[src/verilog/i2c_status_pkg.sv]
// Package with offsets, bit positions, reset values and responses for status flags
package i2c_status_pkg;
    // Register byte offsets on the AXI4-Lite slave
    localparam logic [3:0] status_offset = 4'h0;
    localparam logic [3:0] irq_status_offset = 4'h4;
    localparam logic [3:0] irq_mask_offset = 4'h8;
    localparam logic [3:0] control_offset = 4'hc;
    // Bit positions in bus_status_flags
    localparam int ack_bit = 15;
    localparam int txp_bit = 14;
    localparam int bcl_bit = 10;
    localparam int gc_bit = 9;
    localparam int ten_bit = 8;
    localparam int wcol_bit = 7;
    localparam int ovf_bit = 6;
    localparam int da_bit = 5;
    localparam int stop_bit = 4;
    // Software-clearable flags: collision, write collision, overflow
    localparam logic [15:0] clearable_mask = 16'h04c0;
    // Implemented bits; 13..11 and the low nibble read zero
    localparam logic [15:0] implemented_mask = 16'hc7f0;
    // Reset values
    localparam logic [15:0] status_reset = 16'h0000;
    localparam logic [7:0] own_addr_reset = 8'h00;
    // Event bit positions in interrupt status
    localparam int ev_nack = 0;
    localparam int ev_bcl = 1;
    localparam int ev_gc = 2;
    localparam int ev_wcol = 3;
    localparam int ev_ovf = 4;
    localparam int ev_stop = 5;
    localparam int ev_count = 6;
    // AXI responses
    localparam logic [1:0] resp_okay = 2'b00;
    localparam logic [1:0] resp_slverr = 2'b10;
endpackage

[src/verilog/i2c_status_flags.sv]
// Status-flag logic of a two-wire bus peripheral with an AXI4-Lite slave
`timescale 1ns/1ps
module i2c_status_flags
    import i2c_status_pkg::*;
(
    input wire logic aclk,
    input wire logic aresetn,
    input wire logic clk_en,
    // Two-wire bus lines as seen at the pins
    input wire logic scl_in,
    input wire logic sda_in,
    // Engine state from the shifter/master logic on aclk
    input wire logic master_active,
    input wire logic master_tx_mode,
    input wire logic master_tx_start,
    input wire logic bus_collision,
    input wire logic tx_write,
    input wire logic engine_busy,
    input wire logic rx_byte_done,
    input wire logic rx_is_address,
    input wire logic [7:0] rx_byte,
    input wire logic rx_holding_full,
    input wire logic ten_bit_second,
    // AXI4-Lite slave
    input wire logic [3:0] s_axi_awaddr,
    input wire logic s_axi_awvalid,
    output logic s_axi_awready,
    input wire logic [31:0] s_axi_wdata,
    input wire logic [3:0] s_axi_wstrb,
    input wire logic s_axi_wvalid,
    output logic s_axi_wready,
    output logic [1:0] s_axi_bresp,
    output logic s_axi_bvalid,
    input wire logic s_axi_bready,
    input wire logic [3:0] s_axi_araddr,
    input wire logic s_axi_arvalid,
    output logic s_axi_arready,
    output logic [31:0] s_axi_rdata,
    output logic [1:0] s_axi_rresp,
    output logic s_axi_rvalid,
    input wire logic s_axi_rready,
    // Level interrupt
    output logic irq
);

    // Stage helper: settled when second and third flops agree
    function automatic logic settle(input logic [2:0] s, input logic old);
        settle = (s[1] == s[2]) ? s[1] : old;
    endfunction

    // Three-flop samplers for the bus lines
    logic [2:0] scl_sync_reg;
    logic [2:0] sda_sync_reg;
    logic scl_reg;
    logic sda_reg;
    logic scl_next;
    logic sda_next;

    // Flag storage
    logic ack_result_flag_reg;
    logic tx_in_progress_flag_reg;
    logic bus_collision_flag_reg;
    logic general_call_hit_flag_reg;
    logic ten_bit_match_flag_reg;
    logic write_collision_flag_reg;
    logic rx_overflow_flag_reg;
    logic data_addr_flag_reg;
    logic stop_seen_flag_reg;
    // Master ack bit capture
    logic [3:0] bit_count_reg;
    logic ack_sample_reg;

    // Interrupt and control registers
    logic [ev_count-1:0] irq_status_reg;
    logic [ev_count-1:0] irq_mask_reg;
    logic [7:0] own_addr_reg;

    // Bus handshake state
    logic aw_held_reg;
    logic w_held_reg;
    logic [3:0] aw_addr_reg;
    logic [31:0] w_data_reg;
    // Strobes travel with held data; the master may drop them early
    logic [3:0] w_strb_reg;

    // Settled line levels
    assign scl_next = settle(scl_sync_reg, scl_reg);
    assign sda_next = settle(sda_sync_reg, sda_reg);

    // Start or repeated start: data falls while clock high
    wire start_det = scl_reg && scl_next && sda_reg && !sda_next;
    // Stop: data rises while clock high
    wire stop_det = scl_reg && scl_next && !sda_reg && sda_next;
    // Rising clock edge, used to count master bits
    wire scl_rise = !scl_reg && scl_next;
    // Ninth rising edge is the slave acknowledge
    wire ack_edge = scl_rise && tx_in_progress_flag_reg &&
                    (bit_count_reg == 4'h8);
    // End of acknowledge: clock falls after the ninth bit
    wire ack_end = scl_reg && !scl_next && tx_in_progress_flag_reg &&
                   (bit_count_reg == 4'h9);

    wire gc_match = rx_byte_done && rx_is_address && (rx_byte == 8'h00);
    wire own_match = rx_byte_done && rx_is_address &&
                     (rx_byte[7:1] == own_addr_reg[7:1]);
    wire wcol_event = tx_write && engine_busy;
    wire ovf_event = rx_byte_done && rx_holding_full;
    wire bcl_event = bus_collision && master_active;

    // Status word as software sees it
    wire [15:0] status_word = implemented_mask & {
        ack_result_flag_reg, tx_in_progress_flag_reg, 3'b000,
        bus_collision_flag_reg, general_call_hit_flag_reg,
        ten_bit_match_flag_reg, write_collision_flag_reg,
        rx_overflow_flag_reg, data_addr_flag_reg, stop_seen_flag_reg,
        4'h0};

    // Hardware events in interrupt layout
    wire [ev_count-1:0] events = {stop_det, ovf_event, wcol_event,
                                  gc_match, bcl_event, ack_end & ack_sample_reg};

    // Write fires once both address and data are in hand
    wire aw_now = s_axi_awvalid && s_axi_awready;
    wire w_now = s_axi_wvalid && s_axi_wready;
    wire aw_have = aw_held_reg || aw_now;
    wire w_have = w_held_reg || w_now;
    wire wr_fire = aw_have && w_have && !s_axi_bvalid;
    wire [3:0] wr_addr = aw_held_reg ? aw_addr_reg : s_axi_awaddr;
    wire [31:0] wr_data = w_held_reg ? w_data_reg : s_axi_wdata;
    wire [3:0] wr_strb = w_held_reg ? w_strb_reg : s_axi_wstrb;
    wire wr_status = wr_fire && (wr_addr == status_offset);
    wire wr_mask = wr_fire && (wr_addr == irq_mask_offset);
    wire wr_ctrl = wr_fire && (wr_addr == control_offset);
    wire wr_known = wr_status || wr_mask || wr_ctrl ||
                    (wr_fire && (wr_addr == irq_status_offset));
    // Strobe 0 gates the low status, mask and control lanes; strobe 1 gates the collision bit
    wire lane0 = wr_strb[0];
    wire lane1 = wr_strb[1];
    // Software clears a flag by writing zero to it
    wire clr_wcol = wr_status && lane0 && !wr_data[wcol_bit];
    wire clr_ovf = wr_status && lane0 && !wr_data[ovf_bit];
    wire clr_bcl = wr_status && lane1 && !wr_data[bcl_bit];

    // Read decode
    wire rd_fire = s_axi_arvalid && s_axi_arready;
    wire rd_irq = rd_fire && (s_axi_araddr == irq_status_offset);
    logic [31:0] rd_word;
    logic rd_ok;
    always_comb
    begin
        rd_word = 32'h0000_0000;
        rd_ok = 1'b1;
        if (s_axi_araddr == status_offset)
        begin
            rd_word = {16'h0000, status_word};
        end
        else if (s_axi_araddr == irq_status_offset)
        begin
            rd_word = {26'h0, irq_status_reg};
        end
        else if (s_axi_araddr == irq_mask_offset)
        begin
            rd_word = {26'h0, irq_mask_reg};
        end
        else if (s_axi_araddr == control_offset)
        begin
            rd_word = {24'h0, own_addr_reg};
        end
        else
        begin
            // Unmapped address
            rd_ok = 1'b0;
        end
    end

    // Bus-line samplers; only the last two stages feed logic
    always_ff @(posedge aclk)
    begin
        if (!aresetn)
        begin
            scl_sync_reg <= 3'h7;
            sda_sync_reg <= 3'h7;
            scl_reg <= 1'b1;
            sda_reg <= 1'b1;
        end
        else if (clk_en)
        begin
            scl_sync_reg <= {scl_sync_reg[1:0], scl_in};
            sda_sync_reg <= {sda_sync_reg[1:0], sda_in};
            scl_reg <= scl_next;
            sda_reg <= sda_next;
        end
    end

    // Master transmit tracking and ack capture
    always_ff @(posedge aclk)
    begin
        if (!aresetn)
        begin
            tx_in_progress_flag_reg <= 1'b0;
            ack_result_flag_reg <= 1'b0;
            ack_sample_reg <= 1'b0;
            bit_count_reg <= 4'h0;
        end
        else if (clk_en)
        begin
            if (master_tx_start && master_tx_mode)
            begin
                tx_in_progress_flag_reg <= 1'b1;
                bit_count_reg <= 4'h0;
            end
            else if (ack_end)
            begin
                tx_in_progress_flag_reg <= 1'b0;
                ack_result_flag_reg <= ack_sample_reg;
            end
            else if (scl_rise && tx_in_progress_flag_reg)
            begin
                bit_count_reg <= bit_count_reg + 4'h1;
            end
            // Sample data on the ninth clock high
            if (ack_edge)
            begin
                ack_sample_reg <= sda_next;
            end
        end
    end

    // Address, data and condition flags
    always_ff @(posedge aclk)
    begin
        if (!aresetn)
        begin
            general_call_hit_flag_reg <= 1'b0;
            ten_bit_match_flag_reg <= 1'b0;
            data_addr_flag_reg <= 1'b0;
            stop_seen_flag_reg <= 1'b0;
        end
        else if (clk_en)
        begin
            if (gc_match)
                general_call_hit_flag_reg <= 1'b1;
            else if (stop_det)
                general_call_hit_flag_reg <= 1'b0;
            if (ten_bit_second)
                ten_bit_match_flag_reg <= 1'b1;
            else if (stop_det)
                ten_bit_match_flag_reg <= 1'b0;
            if (own_match || gc_match)
                data_addr_flag_reg <= 1'b0;
            else if (rx_byte_done && !rx_is_address && !master_active)
                data_addr_flag_reg <= 1'b1;
            if (stop_det)
                stop_seen_flag_reg <= 1'b1;
            else if (start_det)
                stop_seen_flag_reg <= 1'b0;
        end
    end

    // Software-cleared error flags; a new event beats the clear
    always_ff @(posedge aclk)
    begin
        if (!aresetn)
        begin
            bus_collision_flag_reg <= 1'b0;
            write_collision_flag_reg <= 1'b0;
            rx_overflow_flag_reg <= 1'b0;
        end
        else if (clk_en)
        begin
            if (bcl_event)
                bus_collision_flag_reg <= 1'b1;
            else if (clr_bcl)
                bus_collision_flag_reg <= 1'b0;
            if (wcol_event)
                write_collision_flag_reg <= 1'b1;
            else if (clr_wcol)
                write_collision_flag_reg <= 1'b0;
            if (ovf_event)
                rx_overflow_flag_reg <= 1'b1;
            else if (clr_ovf)
                rx_overflow_flag_reg <= 1'b0;
        end
    end

    // Interrupt status: read clears, events win over the clear
    always_ff @(posedge aclk)
    begin
        if (!aresetn)
        begin
            irq_status_reg <= '0;
            irq_mask_reg <= '0;
            own_addr_reg <= own_addr_reset;
            irq <= 1'b0;
        end
        else if (clk_en)
        begin
            irq_status_reg <= (rd_irq ? '0 : irq_status_reg) | events;
            if (wr_mask && lane0)
                irq_mask_reg <= wr_data[ev_count-1:0];
            if (wr_ctrl && lane0)
                own_addr_reg <= wr_data[7:0];
            // One cycle behind status, registered output
            irq <= |(irq_status_reg & irq_mask_reg);
        end
    end

    // AXI4-Lite write channel; address and data in either order
    always_ff @(posedge aclk)
    begin
        if (!aresetn)
        begin
            s_axi_awready <= 1'b0;
            s_axi_wready <= 1'b0;
            s_axi_bvalid <= 1'b0;
            s_axi_bresp <= resp_okay;
            aw_held_reg <= 1'b0;
            w_held_reg <= 1'b0;
            aw_addr_reg <= 4'h0;
            w_data_reg <= 32'h0000_0000;
            w_strb_reg <= 4'h0;
        end
        else if (clk_en)
        begin
            if (wr_fire)
            begin
                s_axi_bvalid <= 1'b1;
                s_axi_bresp <= wr_known ? resp_okay : resp_slverr;
                aw_held_reg <= 1'b0;
                w_held_reg <= 1'b0;
                s_axi_awready <= 1'b0;
                s_axi_wready <= 1'b0;
            end
            else
            begin
                if (aw_now)
                begin
                    aw_held_reg <= 1'b1;
                    aw_addr_reg <= s_axi_awaddr;
                end
                if (w_now)
                begin
                    w_held_reg <= 1'b1;
                    w_data_reg <= s_axi_wdata;
                    w_strb_reg <= s_axi_wstrb;
                end
                if (s_axi_bvalid && s_axi_bready)
                    s_axi_bvalid <= 1'b0;
                // Ready only while that half is still missing
                s_axi_awready <= !aw_have && !s_axi_bvalid;
                s_axi_wready <= !w_have && !s_axi_bvalid;
            end
        end
    end

    // AXI4-Lite read channel
    always_ff @(posedge aclk)
    begin
        if (!aresetn)
        begin
            s_axi_arready <= 1'b0;
            s_axi_rvalid <= 1'b0;
            s_axi_rdata <= 32'h0000_0000;
            s_axi_rresp <= resp_okay;
        end
        else if (clk_en)
        begin
            if (rd_fire)
            begin
                s_axi_arready <= 1'b0;
                s_axi_rvalid <= 1'b1;
                s_axi_rdata <= rd_word;
                s_axi_rresp <= rd_ok ? resp_okay : resp_slverr;
            end
            else if (s_axi_rvalid && s_axi_rready)
            begin
                s_axi_rvalid <= 1'b0;
            end
            else
            begin
                s_axi_arready <= !s_axi_rvalid;
            end
        end
    end

endmodule

[config.mk]
export PLATFORM = sky130hd
export DESIGN_NAME = i2c_status_flags
export DESIGN_NICKNAME = d
export VERILOG_FILES = /design/src/verilog/i2c_status_pkg.sv /design/src/verilog/i2c_status_flags.sv
export SDC_FILE = /design/constraint.sdc
export NUM_CORES = 1
export LEC_CHECK = 0
export ABC_AREA = 1
export BUFFER_PORTS_ARGS = -buffer_cell sky130_fd_sc_hd__buf_2
export CORE_MARGIN = 5
export CORE_UTILIZATION = 40
export CTS_CLUSTER_DIAMETER = 150
export DETAILED_ROUTE_END_ITERATION = 8
export PLACE_DENSITY = 0.61
export SKIP_CTS_REPAIR_TIMING = 1
export SYNTH_ARGS = -nofsm -noshare
export SYNTH_HDL_FRONTEND = slang
export SYNTH_SLANG_ARGS = --single-unit
[constraint.sdc]
create_clock -name aclk -period 1.61 [get_ports aclk]
set_input_delay 0.4025 -clock aclk [delete_from_list [all_inputs] [get_ports aclk]]
set_output_delay 0.4025 -clock aclk [all_outputs]
set_load 0.02 [all_outputs]
==> metrics.yaml <==
synth_seq_area_share_pct: 40.6
status: "finished, final reports clean"
grt_start_max_net_pins: 23
cts_tree: "built"
drv_slew: 0
clockBufferDepth: 2
design_area_um2: 4610
drc: 0
die_h_um: 109
postRouteAntennaNets: 0
yosys-top-cells-area: "dfxtp_1 41%, nand2_1 10%, inv_1 7.2%, o21ai_0 6.7%, a21oi_1 5.7%"
place_inst: 748
cts_made_buffers: 9
fin_nets: 701
htree_levels: 3
initialDrtViolationCount: 141
drt-total-wl_um: 9310
cap_violations: 0
yosys.area.top_type: "dfxtp_1"
synth_cells: 553
grtUsageTotal_pct: 16.2
finalNonFillerCells: 763
hold_viol_final: 0
fp.coreArea_um2: 9680
yosysMostFrequentCell: "nand2_1"
numClockSinks: 80
worst-path-max-fanout: 19
start_util_pct: 40.7
leakagePower_nw: 2.10
place.gp.congestion: 0.861
grt_antenna_before_repair: 0
syn_avg_cell_area_um2: 7.12
finalSetupViolCount: 0
critPathArrivalTime_ps: 1690
yosysWarnings: 0
nFillCells: 1027
rsz0062_at_grt: "no"
grt_pass1_vias: 3276
clk_pin_slew_ps: 80
criticalPathCategory: "reg -> reg"
io_pins: 114
place_area_um2: 4370
insertion_delay_ps: 350
port_buffers: 67
p_per_area_nw_per_um2: 935
fin_tns_setup_ps: 0
synth_top_area_share_pct: 40.6
crit_required_ps: 1900
finalCriticalPeriod_ps: 1400
start_kind: "register"
dpl.hpwl_um: 7230
netlist_area_um2: 3940
antenna_cells: 0
fin_util_pct: 47.6
die_area_um2: 11900
rows: 36
area_delta_synth_final_pct: 16.9
clock-skew-final_ps: 7.51
vias: 3564
ys_ff_latch: 80
post-route-period-util_pct: 87.1
hold_path.class: "in -> reg"
synthFlopType: "dfxtp_1"
drt_pass1_iterations: 6
worst_setup_path_end_kind: "register"
irDropWorstVdd_mv: 0.481
die_x_um: 109
max_freq_mhz: 713
synth.top_cells.by_count: "109 x nand2_1, 80 x dfxtp_1, 76 x inv_1"
wl_per_cell_um: 12.2
grt_pass1_wl_um: 15300
grt_overflow_total: 0
root_buffer: "clkbuf_8"
synth_cell_type_count: 41
via_per_inst: 4.67
synth_edf_count: 0
drive_above_1_share_pct: 19.2
postSynth.asyncResetShare_pct: 0
largest_reg_flops: 13
## cells by family (layout without fill, tap and decap cells)
logic type,after synthesis,after routing,synth area share [%]
buffers and inverters,120,177,14.5
other,1,21,0.0952
AO/OA/AOI/OAI,115,115,15.7
adder cells (fa/ha/maj),3,3,0.953
flip-flops,80,80,40.6
AND/OR/NAND/NOR,228,228,26.8
XOR/XNOR,6,6,1.33
## worst paths after layout
| kind | startpoint | end | slack [ps] | depth (start not counted) |
|---|---|---|---|---|
| min | scl_in | scl_sync_reg[0] | 270 | 3 |
| max reg2reg | w_held_reg | own_addr_reg[0] | 210 | 9 |
| min reg2reg | s_axi_rdata[10] | s_axi_rdata[10] | 450 | 2 |
| max | w_held_reg | own_addr_reg[0] | 210 | 9 |
## metal layers
metal,vias up,GRT usage [%],wire (µm)
li1,1881,-,-
met1,1584,22.0,4400
met2,95,25.7,4290
met3,4,3.26,571
met4,0,5.52,57
met5,-,0,0
## worst max-delay path, stage by stage, from the launching register on
cell	delay [ps]
dfxtp_1	340
buf_4	230
nand2_2	90
o21ai_4	80
nand2_4	90
nor2_8	160
nand3_4	140
nand2_1	100
inv_1	40
nor2_1	80
## area by class of cell
class	count	area, µm²	area share, %
inverters	82	312	6.76
clock buffers	13	179	3.88
multi-input cells	373	1840	40.0
clock inverters	2	60.1	1.30
repair buffers	80	445	9.67
flip-flops and latches	80	1600	34.8
well taps	133	166	3.61
## layout by cell type (no fill, tap or decap), drive strengths merged
master   Yosys  routed
o211ai       4       4
clkbuf       6      13
nand3b       1       1
o21ai       55      55
nand4       14      14
a21oi       45      45
nand3       27      27
conb         1      21
nor3         3       3
and2         2       2
nor2        59      59
o22ai        5       5
xnor2        6       6
inv         80      80
a31oi        1       1
clkinv       2       2
a221oi       1       1
nand2      117     117
o2111ai      1       1
nor4         2       2
or2          3       3
dfxtp       80      80
bufinv       0       2
buf         32      80
a211oi       1       1
o21bai       2       2
ha           3       3
## through the flow
step	total power [mW]	hold slack (ps)	setup WS, ps
detailed placement	2.60	434	89.2
finish	4.31	273	207
global placement	2.59	433	101
CTS	4.36	262	194
global route	4.50	264	12.6
floorplan	2.48	429	279
## power by group
group	total, mW	internal [mW]	switching (mW)
logic	0.485	0.167	0.317
clock network	1.76	1.04	0.720
registers	2.07	2.04	0.0318
Power figures use the tool's default switching activity.
